### src/logic/aipd_pkg.sv
// constants, record maps and carrier types of the analog input parameter and diagnostic record bank
// Functional notes
// RULE_01 - Two-byte suppression parameter at record 01h, resets to 0000h.
// RULE_02 - One function byte per channel at records 80h..87h, reset 31h.
// RULE_03 - Two suppression bits per channel: 00 off, 01 60 Hz, 10 50 Hz.
// RULE_04 - Function byte FFh switches that channel's measurement off.
// RULE_05 - Only 30h, 31h, 40h, 41h and FFh are valid function bytes.
// RULE_06 - 31h/30h scale full range to 27648, limits 32511 and -4864, origin 0/4 mA.
// RULE_07 - 41h/40h scale full range to 16384, limits 20480 and -3277, origin 0/4 mA.
// RULE_08 - No interrupt; errors light the channel indicator and enter the diagnostic record.
// RULE_09 - Detect parameter errors, range overflow and range underflow.
// RULE_10 - The whole diagnostic record reads as record 01h.
// RULE_11 - Record 00h returns only the first four diagnostic bytes.
// RULE_12 - Index 2F01h gives the full diagnostics, 2F00h the first four bytes.
// RULE_13 - Diagnostic entries at object 5005h, subindices 02h..13h in record order.
// RULE_14 - Parameters at subindices 01h..09h, and at indices 3100h..3109h.
// RULE_15 - Diagnostic bits per channel byte reads constant 08h.
// RULE_16 - Channel count 08h, channel kind 71h, module information 15h.
// RULE_17 - One error byte per channel, subindices 0Ah..11h, cleared at reset.
// RULE_18 - 32-bit microsecond ticker from zero, wraps; captured on a diagnostic event.
// RULE_19 - Summary byte bit n set while channel n has any error.
// RULE_20 - Error byte: bit 0 parameter error, bit 6 underflow, bit 7 overflow.
// RULE_21 - General byte: bits 0..4 failure/internal/external/channel/supply, bit 7 parameter.
// RULE_22 - Unsupported function byte counts as a parameter error of that channel.
package aipd_pkg;
  localparam int NUM_CH = 8;
  // access paths on the record port
  localparam logic [1:0] PATH_REC   = 2'h0;
  localparam logic [1:0] PATH_IDX   = 2'h1;
  localparam logic [1:0] PATH_SUBP  = 2'h2;
  localparam logic [1:0] PATH_SUBD  = 2'h3;
  // record numbers, indices and subindices
  localparam logic [15:0] REC_DIAG4  = 16'h0000;
  localparam logic [15:0] REC_ONE    = 16'h0001;
  localparam logic [15:0] REC_FN0    = 16'h0080;
  localparam logic [15:0] IDX_FLT0   = 16'h3100;
  localparam logic [15:0] IDX_FLT1   = 16'h3101;
  localparam logic [15:0] IDX_FN0    = 16'h3102;
  localparam logic [15:0] IDX_DIAG4  = 16'h2F00;
  localparam logic [15:0] IDX_DIAG   = 16'h2F01;
  localparam logic [15:0] SUB_FLT    = 16'h0001;
  localparam logic [15:0] SUB_FN0    = 16'h0002;
  localparam logic [15:0] SUB_DFIRST = 16'h0002;
  localparam logic [15:0] SUB_DLAST1 = 16'h0011;
  localparam logic [15:0] SUB_STAMP  = 16'h0013;
  localparam logic [4:0]  DIAG_LEN   = 5'h14;
  localparam logic [4:0]  DIAG4_LEN  = 5'h04;
  localparam logic [4:0]  STAMP_POS  = 5'h10;
  // reset values and constant bytes
  localparam logic [15:0] FLT_RST    = 16'h0000;
  localparam logic [7:0]  FN_RST     = 8'h31;
  localparam logic [7:0]  MODINFO    = 8'h15;
  localparam logic [7:0]  CHKIND     = 8'h71;
  localparam logic [7:0]  DIAGBITS   = 8'h08;
  localparam logic [7:0]  CHCOUNT    = 8'h08;
  // function numbers
  localparam logic [7:0]  FN_WIDE_4MA = 8'h30;
  localparam logic [7:0]  FN_WIDE_0MA = 8'h31;
  localparam logic [7:0]  FN_NARR_4MA = 8'h40;
  localparam logic [7:0]  FN_NARR_0MA = 8'h41;
  localparam logic [7:0]  FN_OFF     = 8'hFF;
  localparam logic [1:0]  SUP_BAD    = 2'h3;
  // scaling: current arrives in microamps
  localparam int FULL_WIDE = 27648;
  localparam int OVR_WIDE  = 32511;
  localparam int UND_WIDE  = -4864;
  localparam int FULL_NARR = 16384;
  localparam int OVR_NARR  = 20480;
  localparam int UND_NARR  = -3277;
  localparam int SPAN_0MA = 20000;
  localparam int SPAN_4MA = 16000;
  localparam int ORG_4MA  = 4000;
  // error byte and general byte fields
  localparam int EB_PARAM = 0;
  localparam int EB_UNDER = 6;
  localparam int EB_OVER  = 7;
  localparam int GA_FAIL  = 0;
  localparam int GA_INT   = 1;
  localparam int GA_EXT   = 2;
  localparam int GA_CHAN  = 3;
  localparam int GA_AUX   = 4;
  localparam int GA_PARM  = 7;
  localparam int GD_COMM  = 4;
  // microsecond ticker
  localparam int TICK_NS  = 1000;
  localparam int CLK_NS   = 50;
  localparam logic [4:0] TICK_CYC = 5'(TICK_NS / CLK_NS);

  typedef struct packed {
    logic        valid;
    logic        write;
    logic [1:0]  path;
    logic [15:0] sel;
    logic [4:0]  byte_ix;
    logic [7:0]  wdata;
  } aipd_req_t;

  typedef struct packed {
    logic       valid;
    logic       err;
    logic [7:0] rdata;
  } aipd_rsp_t;

  typedef struct packed {
    logic               valid;
    logic [2:0]         ch;
    logic signed [15:0] cur_ua;
  } aipd_smp_t;

  typedef struct packed {
    logic               valid;
    logic [2:0]         ch;
    logic signed [15:0] value;
  } aipd_meas_t;

  function automatic logic aipd_fn_ok(input logic [7:0] fn);
    return fn == FN_WIDE_4MA || fn == FN_WIDE_0MA || fn == FN_NARR_4MA || fn == FN_NARR_0MA || fn == FN_OFF;
  endfunction
endpackage

### src/logic/aipd_top.sv
// parameter and diagnostic record bank with current scaling for eight input channels
`timescale 1ns/1ps
module aipd_top
  import aipd_pkg::*;
(
  // clock, reset, enable
  input  wire logic       CORE_CLK,
  input  wire logic       RESETN,
  input  wire logic       CLK_EN,
  // record access port
  input  wire aipd_req_t  REQ,
  output aipd_rsp_t       RSP,
  // converter samples and scaled results
  input  wire aipd_smp_t  SAMPLE,
  output aipd_meas_t      MEAS,
  // supply and communication status pins
  input  wire logic       AUX_MISSING,
  input  wire logic       INT_COMM_ERR,
  // front-end control and indicators
  output logic [15:0]     FILTER_SEL,
  output logic [7:0]      CH_ACTIVE,
  output logic [7:0]      CH_ERR_LED,
  output logic            MOD_ERR_LED
);

  // parameter state
  logic [15:0] flt_q, flt_d;
  logic [7:0]  fn_q [NUM_CH];
  logic [7:0]  fn_d [NUM_CH];
  // diagnostic state
  logic [1:0]  rng_q [NUM_CH];
  logic [1:0]  rng_d [NUM_CH];
  logic [7:0]  err_q [NUM_CH];
  logic [7:0]  err_d [NUM_CH];
  logic [7:0]  sum_q, sum_d;
  logic [7:0]  gen_q, gen_d;
  logic [7:0]  gend_q, gend_d;
  logic [31:0] us_q, us_d;
  logic [4:0]  div_q, div_d;
  logic [31:0] stamp_q, stamp_d;
  // synchronisers for the two status pins
  logic [1:0]  aux_s, comm_s;
  // port registers
  aipd_rsp_t   rsp_d;
  aipd_meas_t  meas_d;
  logic [7:0]  act_d;
  // helpers
  logic [7:0]  diag [20];
  logic [7:0]  perr;
  logic [7:0]  new_err;

  // pins come from outside, two flops before use
  always_ff @(posedge CORE_CLK or negedge RESETN) begin
    if (!RESETN) begin
      aux_s  <= 2'h0;
      comm_s <= 2'h0;
    end else if (CLK_EN) begin
      aux_s  <= {aux_s[0], AUX_MISSING};
      comm_s <= {comm_s[0], INT_COMM_ERR};
    end
  end

  // parameter error per channel: bad function byte or reserved filter code
  always_comb begin
    for (int c = 0; c < NUM_CH; c++) begin
      perr[c] = !aipd_fn_ok(fn_q[c]) || flt_q[2*c +: 2] == SUP_BAD;  // see RULE_05, see RULE_22
    end
  end

  // diagnostic record image, bytes in record order
  always_comb begin
    diag[0] = gen_q;
    diag[1] = MODINFO;   // see RULE_16
    diag[2] = 8'h00;
    diag[3] = gend_q;
    diag[4] = CHKIND;    // see RULE_16
    diag[5] = DIAGBITS;  // see RULE_15
    diag[6] = CHCOUNT;   // see RULE_16
    diag[7] = sum_q;
    for (int c = 0; c < NUM_CH; c++) begin
      diag[8 + c] = err_q[c];
    end
    for (int b = 0; b < 4; b++) begin
      diag[16 + b] = stamp_q[8*b +: 8];  // low byte first
    end
  end

  // record port decode: writes reach parameters, reads of 01h give diagnostics
  always_comb begin
    flt_d = flt_q;
    for (int c = 0; c < NUM_CH; c++) begin
      fn_d[c] = fn_q[c];
    end
    rsp_d = '0;
    if (REQ.valid) begin
      rsp_d.valid = 1'b1;
      rsp_d.err   = 1'b1;
      case (REQ.path)
        PATH_REC: begin
          if (!REQ.write && REQ.sel == REC_ONE && REQ.byte_ix < DIAG_LEN) begin
            rsp_d.err   = 1'b0;  // see RULE_10
            rsp_d.rdata = diag[REQ.byte_ix];
          end else if (!REQ.write && REQ.sel == REC_DIAG4 && REQ.byte_ix < DIAG4_LEN) begin
            rsp_d.err   = 1'b0;  // see RULE_11
            rsp_d.rdata = diag[REQ.byte_ix];
          end else if (REQ.write && REQ.sel == REC_ONE && REQ.byte_ix < 5'h02) begin
            rsp_d.err = 1'b0;
            flt_d[8*REQ.byte_ix[0] +: 8] = REQ.wdata;  // see RULE_01, see RULE_03
          end else if (REQ.sel[15:3] == REC_FN0[15:3] && REQ.byte_ix == 5'h00) begin
            rsp_d.err = 1'b0;
            rsp_d.rdata = fn_q[REQ.sel[2:0]];
            if (REQ.write) begin
              fn_d[REQ.sel[2:0]] = REQ.wdata;  // see RULE_02
            end
          end
        end
        PATH_IDX: begin
          if (REQ.sel == IDX_DIAG && !REQ.write && REQ.byte_ix < DIAG_LEN) begin
            rsp_d.err   = 1'b0;  // see RULE_12
            rsp_d.rdata = diag[REQ.byte_ix];
          end else if (REQ.sel == IDX_DIAG4 && !REQ.write && REQ.byte_ix < DIAG4_LEN) begin
            rsp_d.err   = 1'b0;  // see RULE_12
            rsp_d.rdata = diag[REQ.byte_ix];
          end else if ((REQ.sel == IDX_FLT0 || REQ.sel == IDX_FLT1) && REQ.byte_ix == 5'h00) begin
            rsp_d.err   = 1'b0;  // see RULE_14
            rsp_d.rdata = flt_q[8*REQ.sel[0] +: 8];
            if (REQ.write) begin
              flt_d[8*REQ.sel[0] +: 8] = REQ.wdata;
            end
          end else if (REQ.sel >= IDX_FN0 && REQ.sel < IDX_FN0 + 16'h0008 && REQ.byte_ix == 5'h00) begin
            rsp_d.err   = 1'b0;  // see RULE_14
            rsp_d.rdata = fn_q[3'(REQ.sel - IDX_FN0)];
            if (REQ.write) begin
              fn_d[3'(REQ.sel - IDX_FN0)] = REQ.wdata;
            end
          end
        end
        PATH_SUBP: begin
          if (REQ.sel == SUB_FLT && REQ.byte_ix < 5'h02) begin
            rsp_d.err   = 1'b0;  // see RULE_14
            rsp_d.rdata = flt_q[8*REQ.byte_ix[0] +: 8];
            if (REQ.write) begin
              flt_d[8*REQ.byte_ix[0] +: 8] = REQ.wdata;
            end
          end else if (REQ.sel >= SUB_FN0 && REQ.sel < SUB_FN0 + 16'h0008 && REQ.byte_ix == 5'h00) begin
            rsp_d.err   = 1'b0;
            rsp_d.rdata = fn_q[3'(REQ.sel - SUB_FN0)];
            if (REQ.write) begin
              fn_d[3'(REQ.sel - SUB_FN0)] = REQ.wdata;
            end
          end
        end
        PATH_SUBD: begin
          // subindex 12h is a gap in the object, answered as unmapped
          if (!REQ.write && REQ.sel >= SUB_DFIRST && REQ.sel <= SUB_DLAST1 && REQ.byte_ix == 5'h00) begin
            rsp_d.err   = 1'b0;  // see RULE_13, see RULE_17
            rsp_d.rdata = diag[5'(REQ.sel - SUB_DFIRST)];
          end else if (!REQ.write && REQ.sel == SUB_STAMP && REQ.byte_ix < 5'h04) begin
            rsp_d.err   = 1'b0;  // see RULE_13
            rsp_d.rdata = diag[STAMP_POS + REQ.byte_ix];
          end
        end
        default: rsp_d.err = 1'b1;
      endcase
    end
  end

  // scaling of one sample; division by a constant span keeps the exact figures
  always_comb begin
    logic signed [31:0] diff;
    logic signed [31:0] full;
    logic signed [31:0] span;
    logic signed [31:0] ovr;
    logic signed [31:0] und;
    logic signed [31:0] raw;
    logic [7:0]         fn;
    diff = 32'(SAMPLE.cur_ua);
    fn = fn_q[SAMPLE.ch];
    full = FULL_WIDE;
    span = SPAN_0MA;
    ovr = OVR_WIDE;
    und = UND_WIDE;
    if (fn == FN_NARR_0MA || fn == FN_NARR_4MA) begin
      full = FULL_NARR;  // see RULE_07
      ovr  = OVR_NARR;
      und  = UND_NARR;
    end
    if (fn == FN_WIDE_4MA || fn == FN_NARR_4MA) begin
      diff = diff - ORG_4MA;  // 4 mA origin, see RULE_06, see RULE_07
      span = SPAN_4MA;
    end
    raw = (diff * full) / span;  // see RULE_06
    for (int c = 0; c < NUM_CH; c++) begin
      rng_d[c] = rng_q[c];
    end
    meas_d = '0;
    // an off or unsupported channel drops its samples and holds no range error
    if (SAMPLE.valid && fn != FN_OFF && aipd_fn_ok(fn)) begin  // see RULE_04
      meas_d.valid = 1'b1;
      meas_d.ch    = SAMPLE.ch;
      rng_d[SAMPLE.ch] = {raw > ovr, raw < und};  // see RULE_09
      if (raw > ovr) begin
        meas_d.value = 16'(ovr);
      end else if (raw < und) begin
        meas_d.value = 16'(und);
      end else begin
        meas_d.value = 16'(raw);
      end
    end
    for (int c = 0; c < NUM_CH; c++) begin
      if (fn_q[c] == FN_OFF || !aipd_fn_ok(fn_q[c])) begin
        rng_d[c] = 2'h0;
      end
    end
  end

  // error bytes, summary and general flags follow the live conditions
  always_comb begin
    sum_d = '0;
    new_err = '0;
    for (int c = 0; c < NUM_CH; c++) begin
      err_d[c] = '0;
      err_d[c][EB_PARAM] = perr[c];      // see RULE_20
      err_d[c][EB_UNDER] = rng_d[c][0];  // see RULE_20
      err_d[c][EB_OVER]  = rng_d[c][1];  // see RULE_20
      sum_d[c] = |err_d[c];              // see RULE_19
      new_err[c] = |(err_d[c] & ~err_q[c]);
    end
    gen_d = '0;
    gen_d[GA_INT]  = comm_s[1];
    gen_d[GA_EXT]  = |(sum_d & ~perr);
    gen_d[GA_CHAN] = |sum_d;
    gen_d[GA_AUX]  = aux_s[1];
    gen_d[GA_PARM] = |perr;
    gen_d[GA_FAIL] = |gen_d;  // see RULE_21
    gend_d = '0;
    gend_d[GD_COMM] = comm_s[1];
    for (int c = 0; c < NUM_CH; c++) begin
      act_d[c] = fn_d[c] != FN_OFF;  // see RULE_04
    end
  end

  // microsecond ticker and capture on each newly raised error bit
  always_comb begin
    div_d = div_q + 5'h01;
    us_d = us_q;
    if (div_q == TICK_CYC - 5'h01) begin
      div_d = 5'h00;
      us_d = us_q + 32'h00000001;  // wraps to zero by width, see RULE_18
    end
    stamp_d = stamp_q;
    if (|new_err || (gen_d & ~gen_q) != 8'h00) begin
      stamp_d = us_q;  // see RULE_18
    end
  end

  // state registers; everything holds while the clock enable is low
  always_ff @(posedge CORE_CLK or negedge RESETN) begin
    if (!RESETN) begin
      flt_q       <= FLT_RST;
      sum_q       <= 8'h00;
      gen_q       <= 8'h00;
      gend_q      <= 8'h00;
      us_q        <= 32'h00000000;
      div_q       <= 5'h00;
      stamp_q     <= 32'h00000000;
      RSP         <= '0;
      MEAS        <= '0;
      FILTER_SEL  <= FLT_RST;
      CH_ACTIVE   <= 8'hFF;
      CH_ERR_LED  <= 8'h00;
      MOD_ERR_LED <= 1'b0;
      for (int c = 0; c < NUM_CH; c++) begin
        fn_q[c]  <= FN_RST;  // see RULE_02
        rng_q[c] <= 2'h0;
        err_q[c] <= 8'h00;   // see RULE_17
      end
    end else if (CLK_EN) begin
      flt_q       <= flt_d;
      sum_q       <= sum_d;
      gen_q       <= gen_d;
      gend_q      <= gend_d;
      us_q        <= us_d;
      div_q       <= div_d;
      stamp_q     <= stamp_d;
      RSP         <= rsp_d;
      MEAS        <= meas_d;
      FILTER_SEL  <= flt_d;    // see RULE_03
      CH_ACTIVE   <= act_d;
      CH_ERR_LED  <= sum_d;    // see RULE_08
      MOD_ERR_LED <= gen_d[GA_FAIL];
      for (int c = 0; c < NUM_CH; c++) begin
        fn_q[c]  <= fn_d[c];
        rng_q[c] <= rng_d[c];
        err_q[c] <= err_d[c];
      end
    end
  end
endmodule

### config.mk
export PLATFORM = sky130hd
export DESIGN_NAME = aipd_top
export DESIGN_NICKNAME = d
export VERILOG_FILES = /design/src/logic/aipd_pkg.sv /design/src/logic/aipd_top.sv
export SDC_FILE = /design/constraint.sdc
export NUM_CORES = 2
export LEC_CHECK = 0
export ABC_AREA = 0
export BUFFER_PORTS_ARGS = -buffer_cell sky130_fd_sc_hd__buf_2
export CAP_MARGIN = 20
export CORE_MARGIN = 4
export CORE_UTILIZATION = 60
export DETAILED_ROUTE_END_ITERATION = 10
export GPL_TIMING_DRIVEN = 0
export MAX_ROUTING_LAYER = met4
export PLACE_DENSITY = 0.88
export SYNTH_ARGS = -nofsm -noshare
export SYNTH_HDL_FRONTEND = slang
export SYNTH_SLANG_ARGS = --single-unit
### constraint.sdc
create_clock -name CORE_CLK -period 72.9 [get_ports CORE_CLK]
set_input_delay 14.58 -clock CORE_CLK [delete_from_list [all_inputs] [get_ports CORE_CLK]]
set_output_delay 14.58 -clock CORE_CLK [all_outputs]
set_load 0.05 [all_outputs]
==> summary.md <==
| Metric | Value |
|---|---|
| Mapped Area | between 0.03 and 0.04 sq mm |
| Worst Path Max Fanout | 28 |
| Rows | ~90 |
| CP most frequent cell | ha_1 |
| Finished Layout Cells | 6,163 |
| Final hold viol count | 0 |
| Status | complete, no violations |
| Vias | between 40,000 and 50,000 |
| Worst hold endpoint | MEAS[14] |
| Final period utilization | 97.0% |
| Asr flop ratio synth | 100% |
| DRC violations left | 0 |
| Critical Path RT | between 70 and 80 ns |
| Largest net degree at the start of global routing | 91 |
| Synth Area in Simple Gates | between 20% and 30% |
| Post-Synthesis Net Count | about 5,400 |
| Compound-gate portion of the synthesized area | ~30% |
| Die Area | about 0.069 sq mm |
| CP startpoint kind | primary input |
| CP arrival | ~71 ns |
| Buf+Inv Stages, Crit Path | 46 |
| Slew Viols, Final | 0 |
| Die width | around 260 um |
| CTS sink count | 229 |
| R2r endpoint | stamp_q[30] |
| Avg Cell Area, Syn | between 7 and 8 sq um |
| FF-to-FF setup slack | between 15 and 20 ns |
| Dpl hpwl | between 100 and 150 mm |
| # nets final | about 5,600 |
| Max-Cap Viols | 0 |
| WL/cell | ~25 um |
| HP Class | flop to flop |
| Number of distinct library cells after synthesis | 139 |
| Root Driver | clkbuf_16 |
| Drt pass-1 iters | 8 |
| Worst Reg2Reg Path Length in Cells | about 250 |
| TritonCTS Buffers | 26 |
| Ys flop type | dfrtp_1 |
| Kind of critical path | primary input to flop |
| Yosys reg bits | between 200 and 250 |
| First-pass GRT wire length | approximately 240 mm |
| Clock-pin slew on the worst setup and hold paths | ~0.06 ns |
| XOR/XNOR Fraction of Synth Area | around 7.3% |
| Vias per inst | ~7.2 |
| WHS Path Cells | 1 |
| Die height | 262 um |
| Detailed Route Iter0 Violations | about 5,300 |
| Area grow syn2layout | 10.2% |
| Worst path top cell family by delay | simple AND/OR/NAND/NOR gates |
| Min-delay src | MEAS[14] |
| Setup violators final | 0 |
| Slew HR | 18.8% |
| Least-Margin Pin Slew | around 1.2 ns |
| Sequential fraction of the synthesis area | approximately 15% |
| Synth warn | 0 |
| CP max stage cell | or4b_4 |
| Mapped Cells | roughly 5,000 |
| Total Wirelength | approximately 150 mm |
| Initial antenna violation count | 0 |
| Layout cells sized above 1 | ~15% |
| Core Area | about 0.064 sq mm |
| Final antenna-violating net count | 0 |
| Gpl congestion | 1.06 |
| Placed instance count | just over 6,000 |
| Adder-Cell Fraction of Synth Area | around 9% |
| GR Overflow Total | 0 |
| Fin Clk Skew | about 0.028 ns |
| Top Ports | between 100 and 150 |
| Critical path capture point type | flop |
| Post-synthesis mux area share | under 10% |
| CP peak stage delay | slightly below 0.6 ns |
| PortBufs | ~110 |
| Min Tclk post-route | around 71 ns |
| H-Tree Depth | 1 |
| Clock Tree Buf Depth | 3 |
| Largest family of logic cells by synthesized area | compound AO/OA/AOI/OAI gates |
| RR Startpoint | fn_q[6] |
| Initial Util | 61.1% |
| Worst skew pair latency | 0.57 ns |
| Tot GR Track Use | about 43% |
| Post-synth EDFFs | 0 |
| F_max | approximately 14 MHz |
| Number of global-route vias before repair | about 41,000 |
| TritonCTS clock tree | done |
[metal layers]
| metal | vias up | GRT usage (%) | part of all wire [%] |
|---|---|---|---|
| met2 | 2971 | 66.0 | 44 |
| met1 | 20900 | 53.3 | 38 |
| met3 | 647 | 8.86 | 11 |
| li1 | 19900 | - | - |
| met4 | 0 | 21.9 | 6.5 |
| met5 | - | - | 0 |
[state kept, by name (all words and copies together) (netlist names)]
signal and flops:
MEAS 20, aux_s 2, div_q 5, flt_q 16, RSP 10, CH_ACTIVE 8, sum_q 8, us_q 32
stamp_q 32, comm_s 2, gen_q 6, rng_q 16, fn_q 64, diag 8
[layout by cell type (no fill, tap or decap), types with 59 or more instances in the layout]
| master | instances |
|---|---|
| buf_4 | 96 |
| nand2_1 | 518 |
| a21oi_1 | 295 |
| ha_1 | 215 |
| a21o_1 | 64 |
| nand3_1 | 166 |
| and2_1 | 84 |
| nor3_1 | 164 |
| o21ai_1 | 66 |
| nand4_1 | 81 |
| inv_1 | 172 |
| clkbuf_1 | 148 |
| mux2i_1 | 101 |
| buf_2 | 161 |
| xnor2_1 | 219 |
| dfrtp_1 | 197 |
| nor4_1 | 65 |
| mux4_2 | 59 |
| xor2_1 | 89 |
| and3_1 | 68 |
| nor2_1 | 424 |
| a211oi_1 | 61 |
| o21ai_0 | 252 |
| o211ai_1 | 81 |
| a31oi_1 | 71 |
[how the worst max path moves through the flow]
stage,depth (start not counted),slack (ns),to,startpoint
after floorplan,249,6.21,stamp_q[10],SAMPLE[17]
after global placement,234,-12.02,stamp_q[15],SAMPLE[17]
after detailed placement,239,-9.09,stamp_q[15],SAMPLE[17]
after CTS,259,0.06,stamp_q[30],SAMPLE[16]
after global routing,262,-0.31,stamp_q[24],SAMPLE[16]
final,258,2.22,stamp_q[30],SAMPLE[16]
[Yosys cell counts, drive strengths merged (46+ instances only)]
cell type  instances  share of area [%]
and2              87                1.4
a21o              64                1.2
mux2i            106                2.7
xnor2            228                5.1
dfrtp            197                 13
a21oi            316                4.1
a31oi             76                1.3
nand3            175                2.3
clkbuf           167                1.6
and3              70                1.1
inv              175                1.7
mux2              67                2.0
or3               50               0.83
mux4              59                3.4
o22ai             46               0.74
nor3             179                2.5
o2111ai           56                1.3
nor4              80                1.5
or2               56               0.90
nor2             436                4.2
nand2b            47               0.76
buf              110                1.6
xor2              91                2.1
o21a              52                1.0
a221oi            56                1.3
a211oi            82                1.9
o211ai            88                1.9
o31ai             52                1.1
nand4             83                1.4
nand2            527                5.1
ha               223                7.2
o21ai            328                4.3
[stage by stage]
stage	cell area [sq um]	hold WS (ns)	TNS, ns	setup WS, ns	util (%)
CTS	41900	0.491	0	0.0628	65.9
global placement	40400	0.462	-863.85	-12.02	63.6
finish	42800	0.490	0	2.22	67.3
global route	42800	0.504	-10.85	-0.314	67.3
detailed placement	40600	0.474	-643.91	-9.09	63.9
floorplan	38800	0.445	0	6.21	-
[what timing repair did]
| action | 4_1_cts | 5_1_grt |
|---|---|---|
| hold buffers | 0 | 0 |
| pin swaps | 14 | 35 |
| gates resized for setup | 85 | 132 |
| gates cloned | 0 | 0 |
| hold endpoints to repair | 0 | 0 |
| buffers inserted | 18 | 48 |
| setup endpoints to repair | 75 | 75 |
[cells by family after synthesis]
group           Yosys count
flops                   229
xor+xnor                321
compound gates         1611
simple gates           1984
fa+ha+maj               254
mux                     232
buf+inv                 453
[area by class of cell]
cell class | instances | area [sq um]
inverter | 176 | 661
sequential | 229 | 5770
fill | 5506 | 20800
buffer | 271 | 1330
multi-input combinational | 4402 | 31800
antenna | 1 | 2.50
clock buffer | 34 | 711
clock inverter | 13 | 129
tap | 846 | 1060
timing repair buffer | 191 | 1290
Power is left out: the tool's default activity adds up to more than one toggle a clock period on the data nets, which glitch-free logic cannot reach.
